[src/logic/dcf_params.svh]
/*
 * Constants for the 18-bit programmable-flag buffer and its controller:
 * widths, default offsets, timing counts and the controller's register map.
 * Assumes inclusion by bare name from the package and design files.
 */
`ifndef DCF_PARAMS_SVH
`define DCF_PARAMS_SVH

// Functional notes
// - controller resets after power-up; buffer comes up empty
// - reset needs falling edge; no accesses meanwhile
// - after reset outputs low when output enabled
// - write enable low stores word each edge
// - read and output enable low present next word
// - output enable high three-states data outputs; here data_out stays driven and only data_out_oe drops
// - full flag low blocks writes, write-clock updated
// - empty flag low blocks reads, read-clock updated
// - empty buffer keeps last read word on outputs
// - two 12-bit thresholds loaded from low data bits
// - load plus write alternates empty, full thresholds
// - partial threshold loads resume at next register
// - load plus read returns thresholds, same alternation
// - unprogrammed thresholds default by depth
// - almost flags compare count against thresholds
// - half-full low above half the depth
// - select pin picks clocked or immediate almost flags
// - retransmit pulse rewinds read pointer to zero
// - controller idles enables during retransmit and recovery
// - after retransmit reread old data, then new
// - flags follow pointers; clocked ones need edge
// - wide stacks AND their empty and full flags

// data path
`define DCF_WORD_W 18
`define DCF_THR_W 12
`define DCF_CMP_W 14
`define DCF_DEPTH 1024

// default threshold offsets by depth
`define DCF_OFS_64 12'h007
`define DCF_OFS_256 12'h01f
`define DCF_OFS_512 12'h03f
`define DCF_OFS_BIG 12'h07f

// timing
`define DCF_CLK_NS 20
`define DCF_RTR_NS 40
`define DCF_RTR_CYC ((`DCF_RTR_NS + `DCF_CLK_NS - 1) / `DCF_CLK_NS)

// controller register map
`define DCF_ADDR_CTRL 32'h0000_0000
`define DCF_ADDR_CMD 32'h0000_0004
`define DCF_ADDR_WDATA 32'h0000_0008
`define DCF_ADDR_RDATA 32'h0000_000c
`define DCF_ADDR_STATUS 32'h0000_0010

// field positions
`define DCF_CTRL_OE 0
`define DCF_CTRL_SYNC 1
`define DCF_CTRL_LOAD 2
`define DCF_CMD_RESET 0
`define DCF_CMD_READ 1
`define DCF_CMD_RETX 2
`define DCF_ST_BUSY 5

// bus answers
`define DCF_RESP_OKAY 2'h0
`define DCF_RESP_SLVERR 2'h2

`endif

[src/logic/dcf_pkg.sv]
/*
 * Shared types of the buffer and its controller.
 * Assumes the constants header is on the include path.
 */
`include "dcf_params.svh"

package dcf_pkg;

    typedef logic [`DCF_WORD_W-1:0] dcf_word_t;
    typedef logic [`DCF_THR_W-1:0] dcf_thr_t;
    typedef logic [`DCF_CMP_W-1:0] dcf_cnt_t;

    // controller sequencer
    typedef enum logic [2:0] {
        DCF_IDLE = 3'h0,
        DCF_RST = 3'h1,
        DCF_WR = 3'h2,
        DCF_RD = 3'h3,
        DCF_CAP = 3'h4,
        DCF_RTX = 3'h5,
        DCF_RCV = 3'h6
    } dcf_host_state_t;

endpackage

[src/logic/dcf_if.sv]
/*
 * Pin bundle between the buffer and the controller that drives it.
 * Assumes both ends share one clock; data_out is driven at all times
 * and data_out_oe only reports the driver enable.
 */
`timescale 1ns/1ps

interface dcf_if;
    logic reset_n;
    logic write_en_n;
    logic read_en_n;
    logic output_en_n;
    logic threshold_load_n;
    logic retransmit;
    logic flag_sync_select_n;
    dcf_pkg::dcf_word_t data_in;
    dcf_pkg::dcf_word_t data_out;
    logic data_out_oe;
    logic empty_flag_n;
    logic full_flag_n;
    logic almost_empty_flag_n;
    logic almost_full_flag_n;
    logic half_full_flag_n;

    modport device (
        input reset_n, write_en_n, read_en_n, output_en_n,
        input threshold_load_n, retransmit, flag_sync_select_n, data_in,
        output data_out, data_out_oe, empty_flag_n, full_flag_n,
        output almost_empty_flag_n, almost_full_flag_n, half_full_flag_n
    );

    modport host (
        output reset_n, write_en_n, read_en_n, output_en_n,
        output threshold_load_n, retransmit, flag_sync_select_n, data_in,
        input data_out, data_out_oe, empty_flag_n, full_flag_n,
        input almost_empty_flag_n, almost_full_flag_n, half_full_flag_n
    );
endinterface

[src/logic/dcf_host.sv]
/*
 * Controller end: AXI4-Lite registers in, buffer pins out. One command
 * runs at a time; a busy bit in status shows it.
 * Assumes a single buffer lane on the pins and one clock.
 */
`timescale 1ns/1ps
`include "dcf_params.svh"

module dcf_host (
    input wire logic aclk,
    input wire logic aresetn,
    input wire logic [31:0] s_axi_awaddr,
    input wire logic s_axi_awvalid,
    output logic s_axi_awready,
    input wire logic [31:0] s_axi_wdata,
    input wire logic [3:0] s_axi_wstrb,
    input wire logic s_axi_wvalid,
    output logic s_axi_wready,
    output logic [1:0] s_axi_bresp,
    output logic s_axi_bvalid,
    input wire logic s_axi_bready,
    input wire logic [31:0] s_axi_araddr,
    input wire logic s_axi_arvalid,
    output logic s_axi_arready,
    output logic [31:0] s_axi_rdata,
    output logic [1:0] s_axi_rresp,
    output logic s_axi_rvalid,
    input wire logic s_axi_rready,
    dcf_if.host pins
);
    dcf_pkg::dcf_host_state_t state_q;
    logic aw_have_q, w_have_q, do_wr, wr_hit, wstrb_any_q;
    logic [31:0] awaddr_q, wdata_q, rmux;
    logic [1:0] rresp_d;
    logic oe_n_q, sync_n_q, load_n_q;
    logic reset_n_q, wen_n_q, ren_n_q, rt_q;
    dcf_pkg::dcf_word_t din_q, rdata_word_q;
    logic [7:0] rcv_q;

    assign do_wr = aw_have_q && w_have_q && !s_axi_bvalid;
    // strobes are kept from the data beat; the live bus may have moved on
    assign wr_hit = do_wr && wstrb_any_q;

    // write address and data taken in either order, answer after both
    always_ff @(posedge aclk) begin
        if (!aresetn) begin
            s_axi_awready <= 1'b0;
            s_axi_wready <= 1'b0;
            aw_have_q <= 1'b0;
            w_have_q <= 1'b0;
            awaddr_q <= 32'h0000_0000;
            wdata_q <= 32'h0000_0000;
            wstrb_any_q <= 1'b0;
            s_axi_bvalid <= 1'b0;
            s_axi_bresp <= `DCF_RESP_OKAY;
        end else begin
            s_axi_awready <= s_axi_awvalid && !s_axi_awready
                && !aw_have_q && !s_axi_bvalid;
            s_axi_wready <= s_axi_wvalid && !s_axi_wready
                && !w_have_q && !s_axi_bvalid;
            if (s_axi_awvalid && s_axi_awready) begin
                aw_have_q <= 1'b1;
                awaddr_q <= s_axi_awaddr;
            end
            if (s_axi_wvalid && s_axi_wready) begin
                w_have_q <= 1'b1;
                wdata_q <= s_axi_wdata;
                wstrb_any_q <= (s_axi_wstrb != 4'h0);
            end
            if (do_wr) begin
                aw_have_q <= 1'b0;
                w_have_q <= 1'b0;
                s_axi_bvalid <= 1'b1;
                s_axi_bresp <= (awaddr_q == `DCF_ADDR_CTRL
                    || awaddr_q == `DCF_ADDR_CMD
                    || awaddr_q == `DCF_ADDR_WDATA)
                    ? `DCF_RESP_OKAY : `DCF_RESP_SLVERR;
            end else if (s_axi_bvalid && s_axi_bready) begin
                s_axi_bvalid <= 1'b0;
            end
        end
    end

    // read decode; composite empty/full across lanes would be ANDs,
    // one lane here so the pins are taken as they stand
    always_comb begin
        rmux = 32'h0000_0000;
        rresp_d = `DCF_RESP_OKAY;
        case (s_axi_araddr)
            `DCF_ADDR_CTRL: rmux = {29'h0, !load_n_q, !sync_n_q, !oe_n_q};
            `DCF_ADDR_RDATA: rmux = {14'h0, rdata_word_q};
            `DCF_ADDR_STATUS: rmux = {26'h0, state_q != dcf_pkg::DCF_IDLE,
                pins.full_flag_n, pins.almost_full_flag_n,
                pins.half_full_flag_n, pins.almost_empty_flag_n,
                pins.empty_flag_n};
            default: rresp_d = `DCF_RESP_SLVERR;
        endcase
    end

    // read channel answers one cycle after the address is taken
    always_ff @(posedge aclk) begin
        if (!aresetn) begin
            s_axi_arready <= 1'b0;
            s_axi_rvalid <= 1'b0;
            s_axi_rdata <= 32'h0000_0000;
            s_axi_rresp <= `DCF_RESP_OKAY;
        end else begin
            s_axi_arready <= s_axi_arvalid && !s_axi_arready && !s_axi_rvalid;
            if (s_axi_arvalid && s_axi_arready) begin
                s_axi_rvalid <= 1'b1;
                s_axi_rdata <= rmux;
                s_axi_rresp <= rresp_d;
            end else if (s_axi_rvalid && s_axi_rready) begin
                s_axi_rvalid <= 1'b0;
            end
        end
    end

    // static pin levels held active low so pins come from flops
    always_ff @(posedge aclk) begin
        if (!aresetn) begin
            oe_n_q <= 1'b1;
            sync_n_q <= 1'b1;
            load_n_q <= 1'b1;
        end else if (wr_hit && awaddr_q == `DCF_ADDR_CTRL) begin
            oe_n_q <= !wdata_q[`DCF_CTRL_OE];
            sync_n_q <= !wdata_q[`DCF_CTRL_SYNC];
            load_n_q <= !wdata_q[`DCF_CTRL_LOAD];
        end
    end

    // sequencer; commands arriving while busy are dropped
    always_ff @(posedge aclk) begin
        if (!aresetn) begin
            state_q <= dcf_pkg::DCF_RST;
            reset_n_q <= 1'b0;
            wen_n_q <= 1'b1;
            ren_n_q <= 1'b1;
            rt_q <= 1'b0;
            din_q <= '0;
            rdata_word_q <= '0;
            rcv_q <= 8'h00;
        end else begin
            unique case (state_q)
                dcf_pkg::DCF_IDLE: begin
                    if (wr_hit && awaddr_q == `DCF_ADDR_WDATA) begin
                        din_q <= wdata_q[`DCF_WORD_W-1:0];
                        wen_n_q <= 1'b0;
                        state_q <= dcf_pkg::DCF_WR;
                    end else if (wr_hit && awaddr_q == `DCF_ADDR_CMD) begin
                        if (wdata_q[`DCF_CMD_RESET]) begin
                            reset_n_q <= 1'b0;
                            state_q <= dcf_pkg::DCF_RST;
                        end else if (wdata_q[`DCF_CMD_RETX]) begin
                            rt_q <= 1'b1;
                            state_q <= dcf_pkg::DCF_RTX;
                        end else if (wdata_q[`DCF_CMD_READ]) begin
                            ren_n_q <= 1'b0;
                            state_q <= dcf_pkg::DCF_RD;
                        end
                    end
                end
                dcf_pkg::DCF_RST: begin
                    reset_n_q <= 1'b1;
                    state_q <= dcf_pkg::DCF_IDLE;
                end
                dcf_pkg::DCF_WR: begin
                    wen_n_q <= 1'b1;
                    state_q <= dcf_pkg::DCF_IDLE;
                end
                dcf_pkg::DCF_RD: begin
                    ren_n_q <= 1'b1;
                    state_q <= dcf_pkg::DCF_CAP;
                end
                dcf_pkg::DCF_CAP: begin
                    rdata_word_q <= pins.data_out;
                    state_q <= dcf_pkg::DCF_IDLE;
                end
                dcf_pkg::DCF_RTX: begin
                    rt_q <= 1'b0;
                    rcv_q <= 8'(`DCF_RTR_CYC);
                    state_q <= dcf_pkg::DCF_RCV;
                end
                dcf_pkg::DCF_RCV: begin
                    // enables stay idle through recovery
                    rcv_q <= rcv_q - 8'h01;
                    if (rcv_q <= 8'h01) begin
                        state_q <= dcf_pkg::DCF_IDLE;
                    end
                end
                default: state_q <= dcf_pkg::DCF_IDLE;
            endcase
        end
    end

    assign pins.reset_n = reset_n_q;
    assign pins.write_en_n = wen_n_q;
    assign pins.read_en_n = ren_n_q;
    assign pins.retransmit = rt_q;
    assign pins.data_in = din_q;
    assign pins.output_en_n = oe_n_q;
    assign pins.flag_sync_select_n = sync_n_q;
    assign pins.threshold_load_n = load_n_q;
endmodule

[src/flat_wrapper.sv]
// flat-port wrapper written by rule: the top's interface ports become plain ports
module dcf_host_flat 
  (aclk, aresetn, s_axi_awaddr, s_axi_awvalid, s_axi_awready, s_axi_wdata, s_axi_wstrb, s_axi_wvalid, s_axi_wready, s_axi_bresp, s_axi_bvalid, s_axi_bready, s_axi_araddr, s_axi_arvalid, s_axi_arready, s_axi_rdata, s_axi_rresp, s_axi_rvalid, s_axi_rready, pins_reset_n, pins_write_en_n, pins_read_en_n, pins_output_en_n, pins_threshold_load_n, pins_retransmit, pins_flag_sync_select_n, pins_data_in, pins_data_out, pins_data_out_oe, pins_empty_flag_n, pins_full_flag_n, pins_almost_empty_flag_n, pins_almost_full_flag_n, pins_half_full_flag_n);
  dcf_if pins_i ();
  input wire logic aclk;
  input wire logic aresetn;
  input wire logic [31:0] s_axi_awaddr;
  input wire logic s_axi_awvalid;
  output logic s_axi_awready;
  input wire logic [31:0] s_axi_wdata;
  input wire logic [3:0] s_axi_wstrb;
  input wire logic s_axi_wvalid;
  output logic s_axi_wready;
  output logic [1:0] s_axi_bresp;
  output logic s_axi_bvalid;
  input wire logic s_axi_bready;
  input wire logic [31:0] s_axi_araddr;
  input wire logic s_axi_arvalid;
  output logic s_axi_arready;
  output logic [31:0] s_axi_rdata;
  output logic [1:0] s_axi_rresp;
  output logic s_axi_rvalid;
  input wire logic s_axi_rready;
  output wire logic [$bits(pins_i.reset_n)-1:0] pins_reset_n;
  output wire logic [$bits(pins_i.write_en_n)-1:0] pins_write_en_n;
  output wire logic [$bits(pins_i.read_en_n)-1:0] pins_read_en_n;
  output wire logic [$bits(pins_i.output_en_n)-1:0] pins_output_en_n;
  output wire logic [$bits(pins_i.threshold_load_n)-1:0] pins_threshold_load_n;
  output wire logic [$bits(pins_i.retransmit)-1:0] pins_retransmit;
  output wire logic [$bits(pins_i.flag_sync_select_n)-1:0] pins_flag_sync_select_n;
  output wire logic [$bits(pins_i.data_in)-1:0] pins_data_in;
  input wire logic [$bits(pins_i.data_out)-1:0] pins_data_out;
  input wire logic [$bits(pins_i.data_out_oe)-1:0] pins_data_out_oe;
  input wire logic [$bits(pins_i.empty_flag_n)-1:0] pins_empty_flag_n;
  input wire logic [$bits(pins_i.full_flag_n)-1:0] pins_full_flag_n;
  input wire logic [$bits(pins_i.almost_empty_flag_n)-1:0] pins_almost_empty_flag_n;
  input wire logic [$bits(pins_i.almost_full_flag_n)-1:0] pins_almost_full_flag_n;
  input wire logic [$bits(pins_i.half_full_flag_n)-1:0] pins_half_full_flag_n;
  assign pins_reset_n = pins_i.reset_n;
  assign pins_write_en_n = pins_i.write_en_n;
  assign pins_read_en_n = pins_i.read_en_n;
  assign pins_output_en_n = pins_i.output_en_n;
  assign pins_threshold_load_n = pins_i.threshold_load_n;
  assign pins_retransmit = pins_i.retransmit;
  assign pins_flag_sync_select_n = pins_i.flag_sync_select_n;
  assign pins_data_in = pins_i.data_in;
  assign pins_i.data_out = pins_data_out;
  assign pins_i.data_out_oe = pins_data_out_oe;
  assign pins_i.empty_flag_n = pins_empty_flag_n;
  assign pins_i.full_flag_n = pins_full_flag_n;
  assign pins_i.almost_empty_flag_n = pins_almost_empty_flag_n;
  assign pins_i.almost_full_flag_n = pins_almost_full_flag_n;
  assign pins_i.half_full_flag_n = pins_half_full_flag_n;
  dcf_host u_core (.aclk(aclk), .aresetn(aresetn), .s_axi_awaddr(s_axi_awaddr), .s_axi_awvalid(s_axi_awvalid), .s_axi_awready(s_axi_awready), .s_axi_wdata(s_axi_wdata), .s_axi_wstrb(s_axi_wstrb), .s_axi_wvalid(s_axi_wvalid), .s_axi_wready(s_axi_wready), .s_axi_bresp(s_axi_bresp), .s_axi_bvalid(s_axi_bvalid), .s_axi_bready(s_axi_bready), .s_axi_araddr(s_axi_araddr), .s_axi_arvalid(s_axi_arvalid), .s_axi_arready(s_axi_arready), .s_axi_rdata(s_axi_rdata), .s_axi_rresp(s_axi_rresp), .s_axi_rvalid(s_axi_rvalid), .s_axi_rready(s_axi_rready), .pins(pins_i));
endmodule
[config.mk]
export PLATFORM = sky130hd
export DESIGN_NAME = dcf_host_flat
export DESIGN_NICKNAME = d
export VERILOG_FILES = /design/src/logic/dcf_pkg.sv /design/src/logic/dcf_if.sv /design/src/logic/dcf_host.sv /design/src/flat_wrapper.sv
export VERILOG_INCLUDE_DIRS = /design/src /design/src/logic
export SDC_FILE = /design/constraint.sdc
export NUM_CORES = 1
export LEC_CHECK = 0
export BUFFER_PORTS_ARGS = -buffer_cell sky130_fd_sc_hd__buf_4
export CAP_MARGIN = 40
export CORE_MARGIN = 1
export CORE_UTILIZATION = 53
export DETAILED_ROUTE_END_ITERATION = 12
export PLACE_DENSITY = 0.91
export SLEW_MARGIN = 20
export SYNTH_ARGS = -nofsm -noshare
export SYNTH_HDL_FRONTEND = slang
export SYNTH_SLANG_ARGS = --single-unit
[constraint.sdc]
create_clock -name aclk -period 4.49 [get_ports aclk]
set_clock_uncertainty 0.1 [all_clocks]
set_input_delay 0.6735 -clock aclk [delete_from_list [all_inputs] [get_ports aclk]]
set_output_delay 0.6735 -clock aclk [all_outputs]
set_load 0.1 [all_outputs]
Word-level counts from Yosys, hierarchy flattened. Index checks and enable logic that the tools add are counted. Widths: inputs -> output; s select.

Register bits: 148. Input bits: 131. Output and inout port bits: 66. Logic and storage cells: 134.

$add $sub $neg: 1. Magnitude comparators: 1. Equal/unequal tests: 21. Mux-type cells: 32. Bitwise logic cells: 1. Reduce and logical (&&, ||, !) cells: 54.

Operators with widths (number): $eq 32x4->1 const B (2); $logic_not 32->1 (2); $pmux 18 s3 (1); $eq 32x3->1 const B (1); $eq 32x5->1 const B (1); $logic_and 1x1->1 (19); $mux 3 (6); $mux 1 (17); $pmux 8 s2 (1); $reduce_bool 2->1 (7); $logic_not 1->1 (13); $ne 2x1->1 const B (6); $pmux 3 s4 (1); $eq 3x3->1 const B (3); $le 8x1->1 const B (1); $pmux 1 s2 (4); $sub 8x1->8 const B (1); $eq 3x2->1 const B (2); $ne 2x2->1 const B (3); $reduce_and 6->1 (1); $ne 5x1->1 const B (1); $reduce_and 5->1 (1); $mux 2 (2); $reduce_and 2->1 (2); 11 further kinds (12).

Longest topological paths before layout. Gate-level depths: netlist (run 1).

Word-level depth: 7. Gate-level depth with buffers: 8. Mapped depth without buffers: 7.

Least setup slack after synthesis (run 1). OpenSTA, ideal clock, no wires.

Path kind: register to register. From: reg u_core.s_axi_arready. To: reg u_core.s_axi_rdata[10]. Library setup time: 0.068 ns. Arrival time: 2.059 ns. Data required time: 4.322 ns. Setup slack: 2.263 ns. Cell stages (with the launch flop): 6. Buffers on the path: 1. Clock period less this slack: 2.227 ns. Cell sequence: dfxtp_1 nand2_1 nor3_1 clkbuf_1 a32oi_1 nor2_1.

Longest elaborated chain between the ends: 1.

RTL lines: from (decl) (RTL line dcf_host.sv:24) `output logic s_axi_arready,`; from (signal assigned) (RTL line dcf_host.sv:108) `s_axi_arready <= s_axi_arvalid && !s_axi_arready && !s_axi_rvalid;`; $logic_and 1x1->1 (RTL line dcf_host.sv:109) `if (s_axi_arvalid && s_axi_arready) begin`; to (signal assigned) (RTL line dcf_host.sv:111) `s_axi_rdata <= rmux;`; to (decl) (RTL line dcf_host.sv:25) `output logic [31:0] s_axi_rdata,`.

Every way passes these cells. A chain may end at the register's enable or synchronous reset.

Worst setup path in the final report (run 1).
From: reg u_core.awaddr_q[18]. To: reg u_core.wen_n_q (netlist: u_core.pins.write_en_n).

Longest elaborated chain between the ends: 4.

RTL lines: from (decl) (RTL line dcf_host.sv:33) `logic [31:0] awaddr_q, wdata_q, rmux;`; from (signal assigned) (RTL line dcf_host.sv:63) `awaddr_q <= s_axi_awaddr;`; $eq 32x4->1 (no line); $logic_and 1x1->1 (no line); $ne 2x1->1 (no line); $reduce_and 2->1 (no line); to (signal assigned) (RTL line dcf_host.sv:137) `wen_n_q <= 1'b1;`; to (signal assigned) (RTL line dcf_host.sv:148) `wen_n_q <= 1'b0;`; to (signal assigned) (RTL line dcf_host.sv:168) `wen_n_q <= 1'b1;`; to (decl) (RTL line dcf_host.sv:36) `logic reset_n_q, wen_n_q, ren_n_q, rt_q;`.

Every way passes these cells.

==> metrics.yaml, run 1 <==
vias: 4963
async_flop_share: 0
rows: 35
hold_ws_ps: 315
port_buffers: 165
critPathArrivalTime_ps: 2470
combPwrFrac: 0.098
grt_pass1_wl_mm: 21.1
first_global_vias: 4617
cts_max_level: 4
wl_per_cell_um: 14.8
coreArea_mm2: 0.00937
ant_nets: 0
cts_root_buf: "clkbuf_8"
antenna_found_initial: 0
ys.flop_type: "dfxtp_1"
hp-class: "in -> reg"
cts_buffer_depth: 2
status: "completed"
avgSynthCellArea_um2: 8.34
leakagePower_uw: 0.00278
ir_worst_vdd_mv: 0.297
fin_util: 0.748
cts_hold_buffers: 0
multi_input_area_mm2: 0.00234
rr_worst_depth: 5
min_period_over_period: 0.486
area_growth_pct: 34.5
via_per_inst: 5.40
hold_end: "u_core.wdata_q[1]$_SDFFE_PN0P_"
io_pins: 197
period_minus_slack_ps: 2180
critPathMaxStageDelay_ps: 570
switching_power_uw: 704
path_class: "reg -> reg"
worstPathCellList: "nor4_2, nand4_1, nor3_1, nand3_1, a221o_1"
synth_edf_count: 0
p_per_area_mw_per_mm2: 389
synth.top_cells.by_area: "dfxtp_1, nand2_1, a21oi_1"
post-cts-setup-buffers: 0
post_route_cells_drive_above_1_share: 0.273
clock_latency_ps: 500
die-area_mm2: 0.0102
r2r_end: "u_core.pins.write_en_n$_SDFFE_PN1P_"
highest_layer: "met4"
yosysUniqueCellTypes: 49
finalWirelength_mm: 13.6
yosysTopAreaCellShare: 0.507
slew_viol_final: 0
drtIter0Drc: 234
num_antenna_cells: 0
finalSetupViolCount: 0
routabilityCongestion: 0.827
initial_utilization: 0.556
p_seq_frac: 0.443
worstPathRequired_ps: 4770
grt.total_usage: 0.262
maxSlewHeadroom: 0.509
synth_seq_cells: 132
die_h_um: 101
clkSlewWorstSetupHoldPaths_ps: 60
hold_viol_final: 0
dpl_worst_slack_ps: 2050
cts_tree: "done"
die_x_um: 101
grt_max_degree: 64
cp_slowest_cell: "nor3_1"
path_buf_inv: 0
firstDrtPassIters: 5
wl_met1_mm: 5.31
fillers: 652
sw_frac_of_total: 0.258
hp-start: "s_axi_wdata[1]"
overflow: 0
tritoncts.num_buffers: 17
cts.sinks: 132
max_freq_mhz: 458
ys_warn_count: 0
hold_depth: 3
ys_seq_area_frac: 0.507
instances_no_fill: 919
rrSetupSlack_ps: 2310
synthesis.area_mm2: 0.00521
critPathMaxFanout: 4
place_inst: 889
tns_ps: 0
final-seq-area_mm2: 0.00264
place_hpwl_mm: 9.60
cts_resized: 0
drc_errors: 0
wl_met3_um: 927
synth_top_area_cell: "dfxtp_1"
clockPowerShare: 0.459
maxCapViolCount: 0
critPathTopFamily: "simple AND/OR/NAND/NOR gates"
critPathLaunchType: "flop"
rsz0062_at_grt: "false"
setup.worst_path.end_class: "flop"
layout.nets: 912
setup_slack_ps: 2310
internal_power_uw: 2020
regToRegStartpoint: "u_core.awaddr_q[18]$_SDFFE_PN0P_"
dr_wl_met2_mm: 6.98
syn_inst: 625
worstMarginPinSlew_ps: 737
==> worst reg2reg max path: stages, from the launching register on <==
cell and delay, ps:
dfxtp_1 330, nor4_2 300, nand4_1 300, nor3_1 570, nand3_1 150, a221o_1 310
==> worst max-delay path by stage <==
stage	from	to	slack [ps]	cells after the start
after floorplan	u_core.s_axi_arready$_SDFF_PN0_	u_core.s_axi_rdata[10]$_SDFFE_PN0P_	2260	5
after global placement	s_axi_araddr[1]	u_core.s_axi_rdata[2]$_SDFFE_PN0P_	1970	6
after detailed placement	s_axi_araddr[9]	u_core.s_axi_rdata[3]$_SDFFE_PN0P_	2050	6
after CTS	u_core.awaddr_q[18]$_SDFFE_PN0P_	u_core.pins.data_in[10]$_SDFFE_PN0P_	2310	6
after global routing	u_core.awaddr_q[18]$_SDFFE_PN0P_	u_core.pins.write_en_n$_SDFFE_PN1P_	2100	5
final	u_core.awaddr_q[18]$_SDFFE_PN0P_	u_core.pins.write_en_n$_SDFFE_PN1P_	2310	5
==> registers in the layout (all words and copies together) (netlist names), 3 cells and up <==
signal,flops
u_core.pins.data_in,18
u_core.wdata_q,18
u_core.rdata_word_q,18
u_core.rcv_q,8
u_core.state_q,3
u_core.awaddr_q,32
u_core.s_axi_rdata,18
==> routing by layer <==
metal | vias to the layer above | GRT usage
li1 | 2422 | -
met1 | 2274 | 0.302
met2 | 236 | 0.471
met3 | 31 | 0.0621
met4 | 0 | 0.0981
met5 | - | 0
==> cell usage after synthesis, types with 3 or more instances <==
master,count
clkbuf_1,31
nand2_1,167
and2_1,4
nor4b_1,4
buf_4,16
inv_1,7
o21ai_0,15
nor4_1,10
a22oi_1,3
nand2b_1,3
dfxtp_1,132
nand3_1,7
a32oi_1,15
nor4_2,5
or4_1,3
nor3_1,6
nor2_1,50
or2_2,3
or3_1,4
and3b_1,3
mux2i_1,20
a21oi_1,83
==> per-stage QoR <==
| stage | total power [uW] | area, um^2 |
|---|---|---|
| after detailed placement | 1500 | 6470 |
| after global routing | 2810 | 7010 |
| after global placement | 1490 | 6430 |
| after CTS | 2730 | 7010 |
| final | 2730 | 7010 |
| after floorplan | 1400 | 5270 |
==> power by group through the flow <==
stage | Combinational [uW] | Clock [uW] | Sequential (uW)
after floorplan | 143 | 0 | 1260
after global placement | 257 | 0 | 1230
after detailed placement | 264 | 0 | 1230
after CTS | 266 | 1260 | 1210
after global routing | 285 | 1320 | 1210
final | 267 | 1250 | 1210
==> placed cells by master (no fill, tap or decap), types with 3 or more instances in the layout <==
cell and n:
a22oi_1 3, nor4b_1 4, a32oi_1 15, inv_6 4
inv_1 6, nor2_1 50, nor4_2 4, dfxtp_1 132
nand3_1 7, nor3_1 6, clkinvlp_4 5, a21oi_1 83
or2_2 3, nand2_1 167, buf_4 169, mux2i_1 20
clkbuf_16 16, conb_1 16, nor4_1 10, and3b_1 3
or3_1 4, clkinv_4 3, or4_1 3, o21ai_0 15
and2_1 4, nand2b_1 3
==> kinds of logic (layout without fill, tap and decap cells) <==
| family | count (synthesis) | in the layout | share of synthesized area |
|---|---|---|---|
| flip-flops | 132 | 132 | 0.507 |
| adder cells (fa/ha/maj) | 2 | 2 | 0.00480 |
| multiplexers | 22 | 22 | 0.0427 |
| buffers and inverters | 58 | 208 | 0.0571 |
| other | 1 | 16 | 0.000719 |
| AND/OR/NAND/NOR | 279 | 279 | 0.240 |
| AO/OA/AOI/OAI | 131 | 131 | 0.148 |
==> cell type report <==
| type | count | area share |
|---|---|---|
| inverter | 7 | 0.00393 |
| sequential | 132 | 0.377 |
| tap | 129 | 0.0230 |
| timing repair buffer | 171 | 0.185 |
| multi-input combinational | 450 | 0.334 |
| clock buffer | 17 | 0.0591 |
| clock inverter | 13 | 0.0184 |
Note: power is estimated with default switching activity, not from simulation.
==> inputs of run 2 (changes only) <==
ABC_AREA = 1   (was unset)
CORE_UTILIZATION = 45   (was 53)
PLACE_DENSITY = 0.82   (was 0.91)
clock period = 1.9 ns   (was 4.49 ns; I/O delays follow)
==> metrics.yaml, run 2 <==
p_per_area_mw_per_mm2: 975  # was 389 mW/mm^2
via_per_inst: 4.69  # was 5.40
grt_max_degree: 92  # was 64
hold_end: "u_core.rdata_word_q[10]$_SDFFE_PN0N_"  # was u_core.wdata_q[1]$_SDFFE_PN0P_
critPathTopFamily: "simple AND/OR/NAND/NOR gates"  # unchanged
p_total_uw: 7470  # was 2730 uW
synthesis.area_mm2: 0.00562  # was 0.00521 mm^2
cp_slowest_cell: "dfxtp_1"  # was nor3_1
fillers: 1042  # was 652
yosysUniqueCellTypes: 41  # was 49
setup.worst_path.end_class: "flop"  # unchanged
clock_latency_ps: 420  # was 500 ps
die-area_mm2: 0.0129  # was 0.0102 mm^2
initial_utilization: 0.464  # was 0.556
critPathArrivalTime_ps: 1910  # was 2470 ps
hp-class: "in -> reg"  # unchanged
ir_worst_vdd_mv: 0.511  # was 0.297 mV
rr_worst_depth: 9  # was 5
num_antenna_cells: 0  # unchanged
cts_resized: 0  # unchanged
finalWirelength_mm: 13.0  # was 13.6 mm
grt_pass1_wl_mm: 21.4  # was 21.1 mm
die_h_um: 114  # was 101 um
path_common_cell: "nor2_1"
status: "completed"  # unchanged
critPathMaxStageDelay_ps: 310  # was 570 ps
cts_max_level: 4  # unchanged
finalSetupViolCount: 0  # unchanged
place_hpwl_mm: 9.00  # was 9.60 mm
wl_per_cell_um: 11.8  # was 14.8 um
most-common-layout-cells: "nor2_1, buf_4, dfxtp_1, nand2_1, o21ai_0"  # was buf_4, nand2_1, dfxtp_1, a21oi_1, nor2_1
ys.flop_type: "dfxtp_1"  # unchanged
worstPathRequired_ps: 2100  # was 4770 ps
r2r_end: "u_core.pins.data_in[13]$_SDFFE_PN0P_"  # was u_core.pins.write_en_n$_SDFFE_PN1P_
hold_depth: 3  # unchanged
synth_seq_cells: 132  # unchanged
period_minus_slack_ps: 1710  # was 2180 ps
critPathLaunchType: "flop"  # unchanged
hold_viol_final: 0  # unchanged
worstPathCellList: "nor2_1, nand2_1, nor2_1, nand2_2, nor2_4, nand3_4, buf_4, o21ai_1, a21oi_2"  # was nor4_2, nand4_1, nor3_1, nand3_1, a221o_1
area_growth_pct: 36.5  # was 34.5%
async_flop_share: 0  # unchanged
first_global_vias: 4762  # was 4617
ys_seq_area_frac: 0.470  # was 0.507
rrSetupSlack_ps: 190  # was 2310 ps
syn_inst: 749  # was 625
largest_register_ff_count: 32  # unchanged
firstDrtPassIters: 4  # was 5
max_freq_mhz: 584  # was 458 MHz
routabilityCongestion: 0.816  # was 0.827
drc_errors: 0  # unchanged
rsz0062_at_grt: "false"  # unchanged
synth_top_area_cell: "dfxtp_1"  # unchanged
io_pins: 197  # unchanged
vias: 5167  # was 4963
layout.nets: 1054  # was 912
largest-register: "u_core.awaddr_q"  # unchanged
overflow: 0  # unchanged
tritoncts.num_buffers: 17  # unchanged
dpl_worst_slack_ps: 184  # was 2050 ps
yosysTopAreaCellShare: 0.470  # was 0.507
coreArea_mm2: 0.0121  # was 0.00937 mm^2
path_buf_inv: 1  # was 0
layout_commonest_cell: "nor2_1"  # was buf_4
die_x_um: 114  # was 101 um
path_class: "reg -> reg"  # unchanged
rows: 40  # was 35
critPathMaxFanout: 14  # was 4
drtIter0Drc: 378  # was 234
cts_buffer_depth: 2  # unchanged
port_buffers: 165  # unchanged
cts_root_buf: "clkbuf_16"  # was clkbuf_8
netlist_top_cells_count: "nor2_1, dfxtp_1, nand2_1"  # was nand2_1, dfxtp_1, a21oi_1
tns_ps: 0  # unchanged
final-seq-area_mm2: 0.00265  # was 0.00264 mm^2
cts.sinks: 132  # unchanged
clkSlewWorstSetupHoldPaths_ps: 60  # about the same
cts_hold_buffers: 10  # was 0
ant_nets: 0  # unchanged
regToRegStartpoint: "u_core.awaddr_q[23]$_SDFFE_PN0P_"  # was u_core.awaddr_q[18]$_SDFFE_PN0P_
maxCapViolCount: 0  # unchanged
hp-start: "pins_data_out[10]"  # was s_axi_wdata[1]
leakagePower_uw: 0.00338  # was 0.00278 uW
slew_viol_final: 0  # unchanged
synth.top_cells.by_area: "dfxtp_1, nor2_1, o21ai_0"  # was dfxtp_1, nand2_1, a21oi_1
setup_slack_ps: 188  # was 2310 ps
cts_tree: "done"  # unchanged
ys_warn_count: 0  # unchanged
multi_input_area_mm2: 0.00250  # was 0.00234 mm^2
grt.total_usage: 0.210  # was 0.262
post_route_cells_drive_above_1_share: 0.292  # was 0.273
min_period_over_period: 0.901  # was 0.486
avgSynthCellArea_um2: 7.50  # was 8.34 um^2
synthMostInstantiatedCell: "nor2_1"  # was nand2_1
post-cts-setup-buffers: 0  # unchanged
antenna_found_initial: 0  # unchanged
synth_edf_count: 0  # unchanged
[run 2: cell count changes in the layout (fill, tap and decap cells not counted), moves of 22 or more]
cell,change
o21ai_0,+59
nand2_1,-83
a21oi_1,-47
nor2_1,+136
nand3_1,+22
inv_1,+48
[run 2: power by group]
group	switching (uW)	internal, uW	total (uW)
clock network	1180	2130	3310
logic	722	411	1130
registers	99.0	2930	3030
[run 2: worst min-delay path, cell delays in order]
cell	delay [ps]
buf_4	80
nor2_1	30
nor2_1	80
[run 2: worst max-delay path by stage]
stage               cells after the start  slack [ps]                        startpoint                              endpoint
floorplan                               7         250  u_core.s_axi_bvalid$_SDFFE_PN0P_  u_core.pins.data_in[11]$_SDFFE_PN0P_
global placement                        9         200  u_core.awaddr_q[24]$_SDFFE_PN0P_  u_core.pins.data_in[15]$_SDFFE_PN0P_
detailed placement                      9         180   u_core.awaddr_q[6]$_SDFFE_PN0P_  u_core.pins.data_in[13]$_SDFFE_PN0P_
CTS                                     9         180  u_core.awaddr_q[24]$_SDFFE_PN0P_  u_core.pins.data_in[13]$_SDFFE_PN0P_
global route                            9          50   u_core.awaddr_q[6]$_SDFFE_PN0P_  u_core.pins.data_in[15]$_SDFFE_PN0P_
finish                                  9         190  u_core.awaddr_q[23]$_SDFFE_PN0P_  u_core.pins.data_in[13]$_SDFFE_PN0P_
[run 2: cells by family after synthesis]
group / share of synthesized area
other: 0.000668
adder cells (fa/ha/maj): 0.00445
AND/OR/NAND/NOR: 0.269
flip-flops: 0.470
buffers and inverters: 0.0951
AO/OA/AOI/OAI: 0.160
[run 2: through the flow]
stage	instances	hold WS [ps]	util	area (um^2)
after CTS	1101	0.0659	0.633	7670
final	1101	2.74	0.633	7670
after global placement	1059	302	0.573	6950
after floorplan	764	296	-	5680
after detailed placement	1060	308	0.575	6960
after global routing	1101	21.4	0.633	7670
[run 2: metal layers]
layer	share of wire	up-vias	track usage
met3	0.071	23	0.0685
met4	0.020	0	0.0930
li1	-	2722	-
met1	0.42	2242	0.241
met5	0	-	0
met2	0.49	180	0.357
[run 2: cell type report]
type / instances / share of cell area
clock buffer: 20 / 0.0596
tap: 168 / 0.0274
clock inverter: 11 / 0.0196
sequential: 132 / 0.345
timing repair buffer: 188 / 0.192
inverter: 63 / 0.0310
multi-input combinational: 519 / 0.326
==> inputs of run 3 (changes only) <==
CORE_UTILIZATION = 50   (was 45)
PLACE_DENSITY = 0.86   (was 0.82)
clock period = 1.7 ns   (was 1.9 ns; I/O delays follow)
==> metrics.yaml, run 3 (synthesis results as in run 2) <==
internal_power_uw: 6150  # was 5470 uW
cts_max_level: 4  # unchanged
finalWirelength_mm: 17.6  # was 13.0 mm
final-seq-area_mm2: 0.00265  # about the same
crit_start: "u_core.awaddr_q[10]$_SDFFE_PN0P_"  # was u_core.awaddr_q[23]$_SDFFE_PN0P_
die_x_um: 108  # was 114 um
layout.nets: 1127  # was 1054
rrSetupSlack_ps: -100  # was 190 ps
antenna_found_initial: 0  # unchanged
finalSetupViolCount: 17  # was 0
leakagePower_uw: 0.00375  # was 0.00338 uW
hold_viol_final: 0  # unchanged
port_buffers: 165  # unchanged
cts_root_buf: "clkbuf_8"  # was clkbuf_16
io_pins: 197  # unchanged
tritoncts.num_buffers: 17  # unchanged
area_growth_pct: 52.1  # was 36.5%
setup_slack_ps: -98.8  # was 188 ps
switching_power_uw: 2490  # was 2000 uW
clockPowerShare: 0.431  # was 0.443
drc_errors: 0  # unchanged
p_seq_frac: 0.395  # was 0.405
post_route_cells_drive_above_1_share: 0.305  # was 0.292
min_period_over_period: 1.06  # was 0.901
rsz0062_at_grt: "true"  # was false
sw_frac_of_total: 0.288  # was 0.268
status: "complete, but fails checks"  # was completed
largest-register: "u_core.awaddr_q"  # unchanged
path_class: "reg -> reg"  # unchanged
worstPathRequired_ps: 2000  # was 2100 ps
coreArea_mm2: 0.0109  # was 0.0121 mm^2
firstDrtPassIters: 10  # was 4
via_per_inst: 5.19  # was 4.69
rr_worst_depth: 9  # unchanged
maxCapViolCount: 0  # unchanged
hp-start: "pins_half_full_flag_n"  # was pins_data_out[10]
ir_worst_vdd_mv: 0.620  # was 0.511 mV
worstPathCellList: "nor2_2, nand2_2, nor2_4, nand2_2, nor2_4, nand3_4, clkbuf_16, o21ai_2, a21oi_1"  # was nor2_1, nand2_1, nor2_1, nand2_2, nor2_4, nand3_4, buf_4, o21ai_1, a21oi_2
multi_input_area_mm2: 0.00263  # was 0.00250 mm^2
place_hpwl_mm: 9.19  # was 9.00 mm
p_per_area_mw_per_mm2: 1010  # was 975 mW/mm^2
slew_viol_final: 0  # unchanged
dpl_cell_area_mm2: 0.00696  # unchanged
cts_tree: "done"  # unchanged
clock_latency_ps: 520  # was 420 ps
violations: "negative setup slack"
rows: 38  # was 40
period_minus_slack_ps: 1800  # was 1710 ps
final_area_mm2: 0.00854  # was 0.00767 mm^2
drtIter0Drc: 428  # was 378
cts.sinks: 132  # unchanged
grt_max_degree: 78  # was 92
critPathArrivalTime_ps: 2100  # was 1910 ps
fin_util: 0.785  # was 0.633
overflow: 0  # unchanged
grt_pass1_wl_mm: 25.3  # was 21.4 mm
critPathLaunchType: "flop"  # unchanged
ant_nets: 0  # unchanged
die-area_mm2: 0.0117  # was 0.0129 mm^2
vias: 5943  # was 5167
critPathMaxFanout: 8  # was 14
first_global_vias: 5498  # was 4762
grt.total_usage: 0.279  # was 0.210
largest_register_ff_count: 32  # unchanged
cp_slowest_cell: "dfxtp_1"  # unchanged
die_h_um: 108  # was 114 um
most-common-layout-cells: "nor2_1, buf_4, dfxtp_1, nand2_1, dlygate4sd3_1"  # was nor2_1, buf_4, dfxtp_1, nand2_1, o21ai_0
initial_utilization: 0.516  # was 0.464
setup.worst_path.end_class: "flop"  # unchanged
combPwrFrac: 0.175  # was 0.152
critPathMaxStageDelay_ps: 330  # was 310 ps
hp-class: "in -> reg"  # unchanged
hold_depth: 5  # was 3
wl_per_cell_um: 15.4  # was 11.8 um
fillers: 633  # was 1042
num_antenna_cells: 0  # unchanged
cts_buffer_depth: 2  # unchanged
clkSlewWorstSetupHoldPaths_ps: 60  # about the same
regToRegStartpoint: "u_core.awaddr_q[10]$_SDFFE_PN0P_"  # was u_core.awaddr_q[23]$_SDFFE_PN0P_
max_freq_mhz: 556  # was 584 MHz
routabilityCongestion: 0.851  # was 0.816
-- run 3: routing by layer --
layer	share of wire	wire, um	GRT usage	vias up
li1	-	-	-	2875
met1	0.38	6610	0.301	2697
met2	0.51	8960	0.494	309
met3	0.072	1260	0.0651	62
met4	0.044	770	0.163	0
met5	0	0	0	-
-- run 3: stage by stage --
step	instances	setup slack (ps)	setup TNS [ps]	hold slack [ps]	power, uW
final	1146	-98.8	-751	29.9	8640
after global routing	1146	-201	-3060	43.8	8930
after detailed placement	1035	14.0	0	310	4700
after CTS	1141	15.4	0	17.5	8490
after global placement	1034	63.0	0	303	4670
after floorplan	764	49.8	0	266	4320
-- run 3: what timing repair did --
item                       CTS  global route
setup endpoints to repair    1            25
hold endpoints to repair    74             0
buffers inserted             0             2
hold buffers                75             0
gates cloned                 0             3
pin swaps                    0            10
gates resized for setup      1            38
-- run 3: worst paths after layout --
check / end
max: u_core.pins.data_in[3]$_SDFFE_PN0P_
min: u_core.s_axi_rdata[2]$_SDFFE_PN0P_
max reg2reg: u_core.pins.data_in[3]$_SDFFE_PN0P_
min reg2reg: u_core.s_axi_awready$_SDFF_PN0_
-- run 3: power groups by stage --
stage | clock network, uW | logic, uW | registers, uW
floorplan | 0 | 788 | 3530
global placement | 0 | 1230 | 3440
detailed placement | 0 | 1250 | 3450
CTS | 3700 | 1400 | 3390
global route | 3880 | 1620 | 3430
finish | 3720 | 1510 | 3410
-- run 3: final cells by class --
type	instances	share of cell area
clock buffers	18	0.0501
clock inverters	13	0.0205
inverters	63	0.0278
multi-input cells	519	0.308
flip-flops and latches	132	0.310
well taps	140	0.0205
repair buffers	261	0.263
-- run 3: critical path, delay by kind of cell, from the launching register on --
kind | cells | cell delay (ps)
DFF | 1 | 330
AOI/OAI and AO/OA | 2 | 220
and+or+nand+nor | 6 | 800
buffers and inverters | 1 | 230
